<file path="config.mk">
export PLATFORM = sky130hd
export DESIGN_NAME = lcs_sampler
export DESIGN_NICKNAME = d
export VERILOG_FILES = /design/src/hdl/lcs_pkg.sv /design/src/hdl/lcs_fifo.sv /design/src/hdl/lcs_sampler.sv
export VERILOG_INCLUDE_DIRS = /design/src /design/src/hdl
export SDC_FILE = /design/constraint.sdc
export NUM_CORES = 2
export LEC_CHECK = 0
export ABC_AREA = 1
export BUFFER_PORTS_ARGS = -buffer_cell sky130_fd_sc_hd__buf_2
export CORE_ASPECT_RATIO = 0.9
export CORE_MARGIN = 5
export CORE_UTILIZATION = 55
export DETAILED_ROUTE_END_ITERATION = 7
export PLACE_DENSITY = 0.83
export SLEW_MARGIN = 15
export SYNTH_ARGS = -nofsm -noshare
export SYNTH_HDL_FRONTEND = slang
export SYNTH_SLANG_ARGS = --single-unit
</file>
<file path="constraint.sdc">
create_clock -name clk -period 10.45 [get_ports clk]
set_clock_uncertainty 0.2 [all_clocks]
set_input_delay 1.045 -clock clk [delete_from_list [all_inputs] [get_ports clk]]
set_output_delay 1.045 -clock clk [all_outputs]
set_load 0.02 [all_outputs]
</file>
<file path="src/hdl/lcs_consts.svh">
// constants for the logic channel sampler: offsets, fields, resets, timing
//
// Operation
// - sixteen channels in two pods of eight
// - four groups, each from selectable channels
// - enabling overlapping group disables other, raises notice
// - above threshold stores one, below stores zero
// - hysteresis normal, maximum or robust per group
// - coupling on after reset: one threshold everywhere
// - enabled groups share last enabled group's threshold
// - preset loads all; direct threshold write means manual
// - unclocked every sample, clocked only at edges
// - bus clock taken from selectable channel
// - selectable clock slope captures all group channels
// - one decoded word plus timestamp per edge
// - integer word at most sixteen bits, two's complement
// - programmable delay per channel
// - programmable common delay on top
// - fixed pod versus analog offset compensated automatically
// - one control adds or drops whole pod
`ifndef LCS_CONSTS_SVH
`define LCS_CONSTS_SVH

// -------------------------------------------------------------
// register offsets
// -------------------------------------------------------------
`define LCS_A_STATUS   6'h00
`define LCS_A_COUPLE   6'h01
`define LCS_A_PRESET   6'h02
`define LCS_A_CSKEW    6'h03
`define LCS_A_DROP     6'h04
`define LCS_A_POD      6'h05
`define LCS_G_CTRL     2'h0
`define LCS_G_MASK     2'h1
`define LCS_G_THR      2'h2
`define LCS_G_TRACE    2'h3

// -------------------------------------------------------------
// field positions
// -------------------------------------------------------------
`define LCS_ST_NOTICE  0
`define LCS_ST_MANUAL  1
`define LCS_ST_EN_LSB  8
`define LCS_C_EN       0
`define LCS_C_CLKD     1
`define LCS_C_RISE     2
`define LCS_C_SGN      3
`define LCS_C_SRC_LSB  4
`define LCS_T_HYS_LSB  8
`define LCS_P_POD1_SET 2
`define LCS_P_POD1_CLR 3
`define LCS_P_POD2_SET 4
`define LCS_P_POD2_CLR 5

// -------------------------------------------------------------
// reset values, thresholds and hysteresis in input codes
// -------------------------------------------------------------
`define LCS_THR_RST    8'h40
`define LCS_PRESET_RST 2'h1
`define LCS_PRE1_THR   8'h40
`define LCS_PRE2_THR   8'h60
`define LCS_PRE3_THR   8'h20
`define LCS_HYS_NORM   8'h02
`define LCS_HYS_MAX    8'h10
`define LCS_HYS_RISE   8'h08
`define LCS_HYS_FALL   8'h02

// -------------------------------------------------------------
// timing in samples of one clock each, fifo depth in words
// -------------------------------------------------------------
`define LCS_SKEW_DEPTH 32
`define LCS_POD_ALIGN  3
`define LCS_FIFO_DEPTH 4

`endif

</file>
<file path="src/hdl/lcs_pkg.sv">
// types shared by the logic channel sampler
package lcs_pkg;
    typedef enum logic [1:0] {
        LCS_HYS_NORMAL = 2'b00,
        LCS_HYS_MAXIMUM = 2'b01,
        LCS_HYS_ROBUST = 2'b10
    } lcs_hys_t;
    typedef logic [1:0] lcs_grp_t;
endpackage

</file>
<file path="src/hdl/lcs_fifo.sv">
// small synchronous fifo with valid and ready on both sides
`timescale 1ns/10ps

module lcs_fifo #(
    parameter int W     = 34,
    parameter int DEPTH = 4
)(
    input  wire logic         clk,
    input  wire logic         reset,
    input  wire logic         in_valid,
    output logic              in_ready,
    input  wire logic [W-1:0] in_data,
    output logic              out_valid,
    input  wire logic         out_ready,
    output logic [W-1:0]      out_data
);
    localparam int AW = $clog2(DEPTH);

    logic [W-1:0] mem_r [DEPTH];
    logic [AW-1:0] wp_r;
    logic [AW-1:0] rp_r;
    logic [AW:0]   cnt_r;
    logic          push;
    logic          pop;

    // full and empty come straight from the fill count
    assign in_ready  = (cnt_r != (AW+1)'(DEPTH));
    assign out_valid = (cnt_r != '0);
    assign out_data  = mem_r[rp_r];
    assign push      = in_valid && in_ready;
    assign pop       = out_valid && out_ready;

    // storage
    always_ff @(posedge clk) begin
        if (push) begin
            mem_r[wp_r] <= in_data;
        end
    end

    // pointers wrap at depth, which need not be a power of two
    always_ff @(posedge clk) begin
        if (reset) begin
            wp_r  <= '0;
            rp_r  <= '0;
            cnt_r <= '0;
        end else begin
            if (push) begin
                wp_r <= (wp_r == AW'(DEPTH-1)) ? '0 : wp_r + AW'(1);
            end
            if (pop) begin
                rp_r <= (rp_r == AW'(DEPTH-1)) ? '0 : rp_r + AW'(1);
            end
            cnt_r <= cnt_r + (AW+1)'(push) - (AW+1)'(pop);
        end
    end
endmodule

</file>
<file path="src/hdl/lcs_sampler.sv">
// logic channel sampler: threshold, skew, grouping and clocked-bus decode
`timescale 1ns/10ps
`include "lcs_consts.svh"

module lcs_sampler
    import lcs_pkg::*;
#(
    parameter int DEPTH     = `LCS_SKEW_DEPTH,
    parameter int POD_ALIGN = `LCS_POD_ALIGN,
    parameter int FDEPTH    = `LCS_FIFO_DEPTH
)(
    input  wire logic        clk,
    input  wire logic        reset,
    input  wire logic [63:0] first_pod_lines,
    input  wire logic [63:0] second_pod_lines,
    input  wire logic [5:0]  reg_addr,
    input  wire logic [15:0] reg_wdata,
    input  wire logic        reg_wr,
    input  wire logic        reg_rd,
    output logic [15:0]      reg_rdata,
    output logic [3:0][15:0] logic_group_trace,
    output logic             decode_valid,
    input  wire logic        decode_ready,
    output logic [1:0]       decode_group,
    output logic [15:0]      decode_word,
    output logic [15:0]      decode_time,
    output logic             notice
);
    localparam int FW = 34;

    // -------------------------------------------------------------
    // state
    // -------------------------------------------------------------
    logic [127:0]   digital_input_lines;
    logic [3:0]     en_r;
    logic [3:0]     clkd_r;
    logic [3:0]     rise_r;
    logic [3:0]     sgn_r;
    logic [3:0]     src_r [4];
    logic [15:0]    mask_r [4];
    logic [7:0]     thr_r [4];
    lcs_hys_t       hys_r [4];
    lcs_grp_t       last_r;
    logic           couple_r;
    logic [1:0]     preset_r;
    logic           notice_r;
    logic [3:0]     skew_r [16];
    logic [3:0]     cskew_r;
    logic [15:0]    lvl_r;
    logic [15:0]    hist_r [DEPTH];
    logic [15:0]    aln_r;
    logic [3:0]     cprev_r;
    logic [15:0]    trace_r [4];
    logic [15:0]    ts_r;
    logic [15:0]    drop_r;
    logic [15:0]    rdata_r;
    logic           dv_r;
    logic [FW-1:0]  dout_r;
    logic [7:0]     eff_thr;
    logic [7:0]     hu;
    logic [7:0]     hd;
    logic [3:0]     edge_g;
    logic [15:0]    word_g [4];
    logic           push;
    logic           lost;
    lcs_grp_t       pg;
    logic           f_in_ready;
    logic           f_out_valid;
    logic           f_out_ready;
    logic [FW-1:0]  f_out_data;
    lcs_grp_t       wg;
    lcs_grp_t       pod_g;

    // both pods form one sixteen-channel bank, first pod low
    assign digital_input_lines = {second_pod_lines, first_pod_lines};
    assign wg    = reg_addr[3:2];
    assign pod_g = reg_wdata[1:0];

    // -------------------------------------------------------------
    // helpers
    // -------------------------------------------------------------
    // gather selected levels ascending; optional sign extension
    function automatic logic [15:0] pack_word(input logic [15:0] sel,
                                              input logic [15:0] lv,
                                              input logic        sgn);
        logic [15:0] w;
        logic [4:0]  n;
        w = '0;
        n = '0;
        for (int i = 0; i < 16; i++) begin
            if (sel[i]) begin
                w[n[3:0]] = lv[i];
                n = n + 5'd1;
            end
        end
        // width never passes sixteen, so two's complement fills the rest
        if (sgn && n != 5'd0 && n != 5'd16) begin
            for (int i = 0; i < 16; i++) begin
                if (5'(i) >= n) begin
                    w[i] = w[n[3:0] - 4'd1];
                end
            end
        end
        return w;
    endfunction

    // total delay tap, saturated at the end of the history
    function automatic logic [4:0] tap(input logic [3:0] s,
                                       input logic [3:0] cs);
        logic [5:0] t;
        t = {2'b00, s} + {2'b00, cs} + 6'(POD_ALIGN);
        return (t > 6'(DEPTH-1)) ? 5'(DEPTH-1) : t[4:0];
    endfunction

    // logic family preset thresholds
    function automatic logic [7:0] preset_thr(input logic [1:0] p);
        case (p)
            2'd1:    preset_thr = `LCS_PRE1_THR;
            2'd2:    preset_thr = `LCS_PRE2_THR;
            2'd3:    preset_thr = `LCS_PRE3_THR;
            default: preset_thr = `LCS_THR_RST;
        endcase
    endfunction

    // -------------------------------------------------------------
    // configuration registers
    // -------------------------------------------------------------
    // only one write per cycle, so the notice set never meets its clear
    always_ff @(posedge clk) begin
        if (reset) begin
            en_r     <= '0;
            clkd_r   <= '0;
            rise_r   <= '0;
            sgn_r    <= '0;
            last_r   <= '0;
            couple_r <= 1'b1;
            preset_r <= `LCS_PRESET_RST;
            notice_r <= 1'b0;
            cskew_r  <= '0;
            for (int g = 0; g < 4; g++) begin
                src_r[g]  <= '0;
                mask_r[g] <= '0;
                thr_r[g]  <= `LCS_THR_RST;
                hys_r[g]  <= LCS_HYS_NORMAL;
            end
            for (int c = 0; c < 16; c++) begin
                skew_r[c] <= '0;
            end
        end else if (reg_wr) begin
            if (reg_addr == `LCS_A_STATUS && reg_wdata[`LCS_ST_NOTICE]) begin
                notice_r <= 1'b0;
            end
            if (reg_addr == `LCS_A_COUPLE) begin
                couple_r <= reg_wdata[0];
            end
            // a preset reaches every group at once
            if (reg_addr == `LCS_A_PRESET) begin
                preset_r <= reg_wdata[1:0];
                if (reg_wdata[1:0] != 2'd0) begin
                    for (int g = 0; g < 4; g++) begin
                        thr_r[g] <= preset_thr(reg_wdata[1:0]);
                    end
                end
            end
            if (reg_addr == `LCS_A_CSKEW) begin
                cskew_r <= reg_wdata[3:0];
            end
            if (reg_addr[5:4] == 2'b10) begin
                skew_r[reg_addr[3:0]] <= reg_wdata[3:0];
            end
            // whole-pod select into one disabled group
            if (reg_addr == `LCS_A_POD && !en_r[pod_g]) begin
                if (reg_wdata[`LCS_P_POD1_SET]) begin
                    mask_r[pod_g][7:0] <= 8'hff;
                end else if (reg_wdata[`LCS_P_POD1_CLR]) begin
                    mask_r[pod_g][7:0] <= 8'h00;
                end
                if (reg_wdata[`LCS_P_POD2_SET]) begin
                    mask_r[pod_g][15:8] <= 8'hff;
                end else if (reg_wdata[`LCS_P_POD2_CLR]) begin
                    mask_r[pod_g][15:8] <= 8'h00;
                end
            end
            if (reg_addr[5:4] == 2'b01) begin
                case (reg_addr[1:0])
                    `LCS_G_CTRL: begin
                        en_r[wg] <= reg_wdata[`LCS_C_EN];
                        // clock settings frozen while capturing
                        if (!en_r[wg]) begin
                            clkd_r[wg] <= reg_wdata[`LCS_C_CLKD];
                            rise_r[wg] <= reg_wdata[`LCS_C_RISE];
                            sgn_r[wg]  <= reg_wdata[`LCS_C_SGN];
                            src_r[wg]  <= reg_wdata[`LCS_C_SRC_LSB +: 4];
                        end
                        // newly enabled: evict overlapping groups
                        if (reg_wdata[`LCS_C_EN] && !en_r[wg]) begin
                            last_r <= wg;
                            for (int h = 0; h < 4; h++) begin
                                if (lcs_grp_t'(h) != wg && en_r[h]
                                    && (mask_r[h] & mask_r[wg]) != '0) begin
                                    en_r[h]  <= 1'b0;
                                    notice_r <= 1'b1;
                                end
                            end
                        end
                    end
                    `LCS_G_MASK: begin
                        if (!en_r[wg]) begin
                            mask_r[wg] <= reg_wdata;
                        end
                    end
                    `LCS_G_THR: begin
                        preset_r <= 2'd0;
                        for (int g = 0; g < 4; g++) begin
                            if (couple_r || lcs_grp_t'(g) == wg) begin
                                thr_r[g] <= reg_wdata[7:0];
                                hys_r[g] <= lcs_hys_t'(reg_wdata[`LCS_T_HYS_LSB +: 2]);
                            end
                        end
                    end
                    default: ;
                endcase
            end
        end
    end

    // -------------------------------------------------------------
    // threshold comparison with hysteresis
    // -------------------------------------------------------------
    // every channel follows the group enabled last
    always_comb begin
        eff_thr = thr_r[last_r];
        case (hys_r[last_r])
            LCS_HYS_NORMAL: begin
                hu = `LCS_HYS_NORM;
                hd = `LCS_HYS_NORM;
            end
            LCS_HYS_MAXIMUM: begin
                hu = `LCS_HYS_MAX;
                hd = `LCS_HYS_MAX;
            end
            LCS_HYS_ROBUST: begin
                hu = `LCS_HYS_RISE;
                hd = `LCS_HYS_FALL;
            end
            default: begin
                hu = `LCS_HYS_NORM;
                hd = `LCS_HYS_NORM;
            end
        endcase
    end

    // nine-bit sums keep the band from wrapping at the code ends
    always_ff @(posedge clk) begin
        if (reset) begin
            lvl_r <= '0;
        end else begin
            for (int c = 0; c < 16; c++) begin
                if (!lvl_r[c]) begin
                    lvl_r[c] <= ({1'b0, digital_input_lines[c*8 +: 8]}
                                 > {1'b0, eff_thr} + {1'b0, hu});
                end else begin
                    lvl_r[c] <= !({1'b0, digital_input_lines[c*8 +: 8]} + {1'b0, hd}
                                  < {1'b0, eff_thr});
                end
            end
        end
    end

    // -------------------------------------------------------------
    // skew: history of levels, one tap per channel
    // -------------------------------------------------------------
    // depth bounds the sum of all delays; larger ones saturate
    always_ff @(posedge clk) begin
        if (reset) begin
            aln_r <= '0;
            for (int d = 0; d < DEPTH; d++) begin
                hist_r[d] <= '0;
            end
        end else begin
            hist_r[0] <= lvl_r;
            for (int d = 1; d < DEPTH; d++) begin
                hist_r[d] <= hist_r[d-1];
            end
            for (int c = 0; c < 16; c++) begin
                aln_r[c] <= hist_r[tap(skew_r[c], cskew_r)][c];
            end
        end
    end

    // -------------------------------------------------------------
    // group evaluation
    // -------------------------------------------------------------
    always_comb begin
        for (int g = 0; g < 4; g++) begin
            edge_g[g] = rise_r[g] ? (aln_r[src_r[g]] && !cprev_r[g])
                                  : (!aln_r[src_r[g]] && cprev_r[g]);
            word_g[g] = pack_word(mask_r[g], aln_r, sgn_r[g]);
        end
    end

    // clock history runs always, so enabling sees a settled level
    always_ff @(posedge clk) begin
        if (reset) begin
            cprev_r <= '0;
            for (int g = 0; g < 4; g++) begin
                trace_r[g] <= '0;
            end
        end else begin
            for (int g = 0; g < 4; g++) begin
                cprev_r[g] <= aln_r[src_r[g]];
                if (en_r[g] && (!clkd_r[g] || edge_g[g])) begin
                    trace_r[g] <= word_g[g];
                end
            end
        end
    end

    // -------------------------------------------------------------
    // decode entries: lowest group wins a shared edge
    // -------------------------------------------------------------
    always_comb begin
        push = 1'b0;
        lost = 1'b0;
        pg   = '0;
        for (int g = 3; g >= 0; g--) begin
            if (en_r[g] && clkd_r[g] && edge_g[g]) begin
                lost = lost | push;
                push = 1'b1;
                pg   = lcs_grp_t'(g);
            end
        end
        lost = lost | (push && !f_in_ready);
    end

    // sample timestamp and saturating loss counter
    always_ff @(posedge clk) begin
        if (reset) begin
            ts_r   <= '0;
            drop_r <= '0;
        end else begin
            ts_r <= ts_r + 16'd1;
            if (lost && drop_r != 16'hffff) begin
                drop_r <= drop_r + 16'd1;
            end
        end
    end

    lcs_fifo #(
        .W     (FW),
        .DEPTH (FDEPTH)
    ) u_fifo (
        .clk       (clk),
        .reset     (reset),
        .in_valid  (push),
        .in_ready  (f_in_ready),
        .in_data   ({pg, word_g[pg], ts_r}),
        .out_valid (f_out_valid),
        .out_ready (f_out_ready),
        .out_data  (f_out_data)
    );

    // output stage keeps the decode port on flip-flops
    assign f_out_ready = !dv_r || decode_ready;

    always_ff @(posedge clk) begin
        if (reset) begin
            dv_r   <= 1'b0;
            dout_r <= '0;
        end else if (f_out_ready) begin
            dv_r <= f_out_valid;
            if (f_out_valid) begin
                dout_r <= f_out_data;
            end
        end
    end

    // -------------------------------------------------------------
    // register reads: data stands one cycle, zero otherwise
    // -------------------------------------------------------------
    always_ff @(posedge clk) begin
        if (reset || !reg_rd) begin
            rdata_r <= '0;
        end else begin
            case (reg_addr[5:4])
                2'b00: begin
                    case (reg_addr)
                        `LCS_A_STATUS: rdata_r <= {4'h0, en_r, 6'h00,
                                                   preset_r == 2'd0, notice_r};
                        `LCS_A_COUPLE: rdata_r <= {15'h0000, couple_r};
                        `LCS_A_PRESET: rdata_r <= {14'h0000, preset_r};
                        `LCS_A_CSKEW:  rdata_r <= {12'h000, cskew_r};
                        `LCS_A_DROP:   rdata_r <= drop_r;
                        default:       rdata_r <= '0;
                    endcase
                end
                2'b01: begin
                    case (reg_addr[1:0])
                        `LCS_G_CTRL:  rdata_r <= {8'h00, src_r[wg], sgn_r[wg],
                                                  rise_r[wg], clkd_r[wg], en_r[wg]};
                        `LCS_G_MASK:  rdata_r <= mask_r[wg];
                        `LCS_G_THR:   rdata_r <= {6'h00, hys_r[wg], thr_r[wg]};
                        default:      rdata_r <= trace_r[wg];
                    endcase
                end
                2'b10:   rdata_r <= {12'h000, skew_r[reg_addr[3:0]]};
                default: rdata_r <= '0;
            endcase
        end
    end

    // -------------------------------------------------------------
    // outputs
    // -------------------------------------------------------------
    assign reg_rdata    = rdata_r;
    assign decode_valid = dv_r;
    assign decode_group = dout_r[33:32];
    assign decode_word  = dout_r[31:16];
    assign decode_time  = dout_r[15:0];
    assign notice       = notice_r;

    always_comb begin
        for (int g = 0; g < 4; g++) begin
            logic_group_trace[g] = trace_r[g];
        end
    end
endmodule

</file>
==> impl_results.md <==
* Max-Cap Viols at 0
* CTS HTree Levels at 3
* R2r startpoint: mask_r[1][2]$_SDFFCE_PN0P_
* CP arrival at around 10 ns
* CTS clk-pin slew, worst paths at around 0.070 ns
* Fin crit period at about 10 ns
* Dpl ws at -0.4397 ns
* CP most frequent cell: nand2_2
* Port bufs at between 200 and 300
* Slew margin rel. at 0.1407
* Area contributors post-synth: dfxtp_1 (17%), edfxtp_1 (14%), nand3_1 (12%)
* DRT Wirelength at between 300 and 400 mm
* Yosys reg bits at roughly 1100
* Simple-gate share of the synthesized area at 0.3367
* Die area at about 150000 µm²
* Syn_nets at 12420
* Post-layout nets at roughly 13000
* Worst Tran Pin Value at about 1.3 ns
* Clk_lat worst skew at roughly 0.8 ns
* EDFF count, synth at ~380
* Netlist Area Pre-Place at around 80000 µm²
* First-pass GRT wire length at about 450 mm
* Final setup margin at 0.3909 ns
* CTS sink cnt at around 1100
* Top FF cell, synth: dfxtp_1
* Final Cell Area at slightly above 90000 µm²
* Post-DP Area at roughly 86000 µm²
* Register area at about 25000 µm²
* Hold Startpoint: hist_r[2][1]$_SDFF_PP0_
* TritonCTS Buffers at 106
* Startpoint Class: register
* # setup viols final at 0
* Post-CTS Hold Fix Bufs at 0
* CTS tree: yes
* Die height at 370.9 µm
* FP Rows at 132
* Largest net degree at the start of global routing at about 120
* Hold Path Class: reg -> reg
* Via count at ~86000
* Avg Cell Area, Syn at 6.860 µm²
* Part of the cycle the worst path needs at 0.9626
* Max Fclk at 0.09941 GHz
* Mux share of post-synthesis cell area at 0
* Yosys top cell by area: dfxtp_1
* Synth async-reset ratio at 0
* Cell with the most instances after synthesis: nand2_1
* Compound-Gate Fraction of Synth Area at 0.1296
* Post-Synthesis Cells at ~12000
* Hold Violations, Final at 0
* Worst VDD drop at between 0.2 and 0.25 mV
* Die W at between 400 and 500 µm
* Synth Area in Adders at 0.1051
* CTS root buf: clkbuf_16
* Vias in the first global route at approximately 80000
* Crit end category: register
* CP max-delay cell: fa_1
* Fill cells at around 13000
* Critical path peak fanout at 9
* Area occupied by multi-input gates at between 40000 and 50000 µm²
* Xor/xnor share of the synthesized area at 0.01176
* WL per Instance at between 20 and 25 µm
* Initial Util at 0.5534
* Share of cells above drive strength 1 at 0.1354
* Hold depth at 2
* Number of distinct library cells after synthesis at 72
* Area grow syn2layout at 14.47%
* PwrDens at between 100 and 150 nW/µm²
* Synth top area share at 0.1690
* Vias per inst at a little over 6
* Failing checks: design-rule violations
* DRC errors left at between 80 and 90
* Antenna violations before repair at 23
* Post-route ant nets at 0
* Hold slack at 0.2081 ns
* Gr usage total at 0.3793
* Critical Path Start: mask_r[1][2]$_SDFFCE_PN0P_
* Sequential share of the synthesized area at 0.3116
* Crit path kind: reg -> reg
* Leak Pwr at roughly 40 nW
* Status: finished with violations
* Core ar. at ~140000 µm²
* RePlAce Congestion at a little over 1
* Worst path required time at between 10 and 15 ns
* Core Util, Final at 0.6335
* DR iter-0 viols at between 10000 and 15000
* Commonest cells post-synth: nand2_1 (1946), nand3_1 (1909), inv_1 (1651), nor2_1 (1326), dfxtp_1 (672)
* IO Pins at 271
* Yosys Warn Count at 0
* Worst path max stage delay at around 0.57 ns
* R2R depth at 56
* Final Max Slew Viols at 0
* Main combinational cell family by area after synthesis: simple AND/OR/NAND/NOR gates
* Clk buf depth at 3
* Pre-antenna DRT Iters at 8
* Post-DP HPWL at roughly 230 mm
* GR Overflow Total at 0
-- what timing repair did --
action | 4_1_cts | 5_1_grt
cloned | 3 | 1
setup buffers | 20 | 24
setup endpoints to repair | 96 | 128
resized for setup | 125 | 196
pin swaps | 43 | 92
-- cells in the final DEF, fill, tap and decap left out, drive strengths merged, types with 13 or more instances in the layout --
cell type	n
edfxtp	378
o311ai	25
nand3	1949
nor3	76
o21ai	607
dfxtp	672
nor2	1351
fa	21
diode	13
a21oi	512
o22ai	113
or2	55
clkbuf	157
a221oi	28
o21a	45
o31ai	15
o221ai	33
o21bai	28
o211ai	127
a31oi	88
a211oi	20
clkinv	53
buf	799
a22oi	37
inv	1735
nand4	268
xnor2	18
xor2	88
nand2	2129
ha	635
nand3b	19
-- state kept, by name, summed over array words and instances, names as in the netlist, 8 cells and up, named ones only --
signal	cells
hist_r	512
drop_r	16
trace_r	64
ts_r	16
reg_rdata	16
aln_r	16
u_fifo.mem_r	136
skew_r	64
src_r	16
dout_r	34
mask_r	64
hys_r	8
lvl_r	16
thr_r	32
-- final cells by class --
class                   count  share of cell area
well taps                1943             0.02668
clock buffers             156             0.03430
diodes                     13           0.0003570
repair buffers            800             0.06116
clock inverters            41            0.006440
inverters                1757             0.07255
flip-flops and latches   1050              0.2722
multi-input cells        8379              0.5263
-- where the power goes --
part / internal, mW / total (mW) / leakage [nW] / switching, mW
clock network: 2.27 / 4.06 / 1.81 / 1.78
registers: 4.39 / 4.57 / 8.99 / 0.174
logic: 1.39 / 4.37 / 30.4 / 2.98
-- cells by family (layout without fill, tap and decap cells) --
family	count (synthesis)	in the layout
XOR/XNOR	106	106
AO/OA/AOI/OAI	1753	1753
flip-flops	1050	1050
buffers and inverters	2177	2754
other	0	13
adder cells (fa/ha/maj)	656	656
AND/OR/NAND/NOR	5862	5864
-- metal layers --
metal  global-route usage  wire length, µm  part of all wire
met4               0.1575            13880             0.046
met3              0.09351            35230              0.12
met1               0.5238           126600              0.42
met5             0.008621              195           0.00064
met2               0.5664           127400              0.42
-- path summary, 6_finish.rpt --
path	to	slack [ns]
setup reg to reg	u_fifo.mem_r[3][31]$_DFFE_PP_	0.39
setup / recovery	u_fifo.mem_r[3][31]$_DFFE_PP_	0.39
hold / removal	hist_r[3][1]$_SDFF_PP0_	0.21
hold reg to reg	hist_r[3][1]$_SDFF_PP0_	0.21
-- critical path, delay by kind of cell, from the launching register on --
| kind | cells | cell delay (ns) |
|---|---|---|
| adders and majority gates | 15 | 4.21 |
| DFF | 1 | 0.35 |
| AOI/OAI and AO/OA | 4 | 0.58 |
| and+or+nand+nor | 27 | 3.48 |
| buffers and inverters | 10 | 0.89 |
-- metrics by stage --
stage | instances | TNS [ns] | power, mW
floorplan | 11600 | 0 | 7.169
global placement | 13880 | -11.27 | 8.555
detailed placement | 13880 | -24.35 | 8.654
CTS | 14100 | -0.02552 | 12.75
global route | 14140 | -1.881 | 13.54
finish | 14140 | 0 | 12.99
No activity file was read; power rests on OpenSTA's default activity.
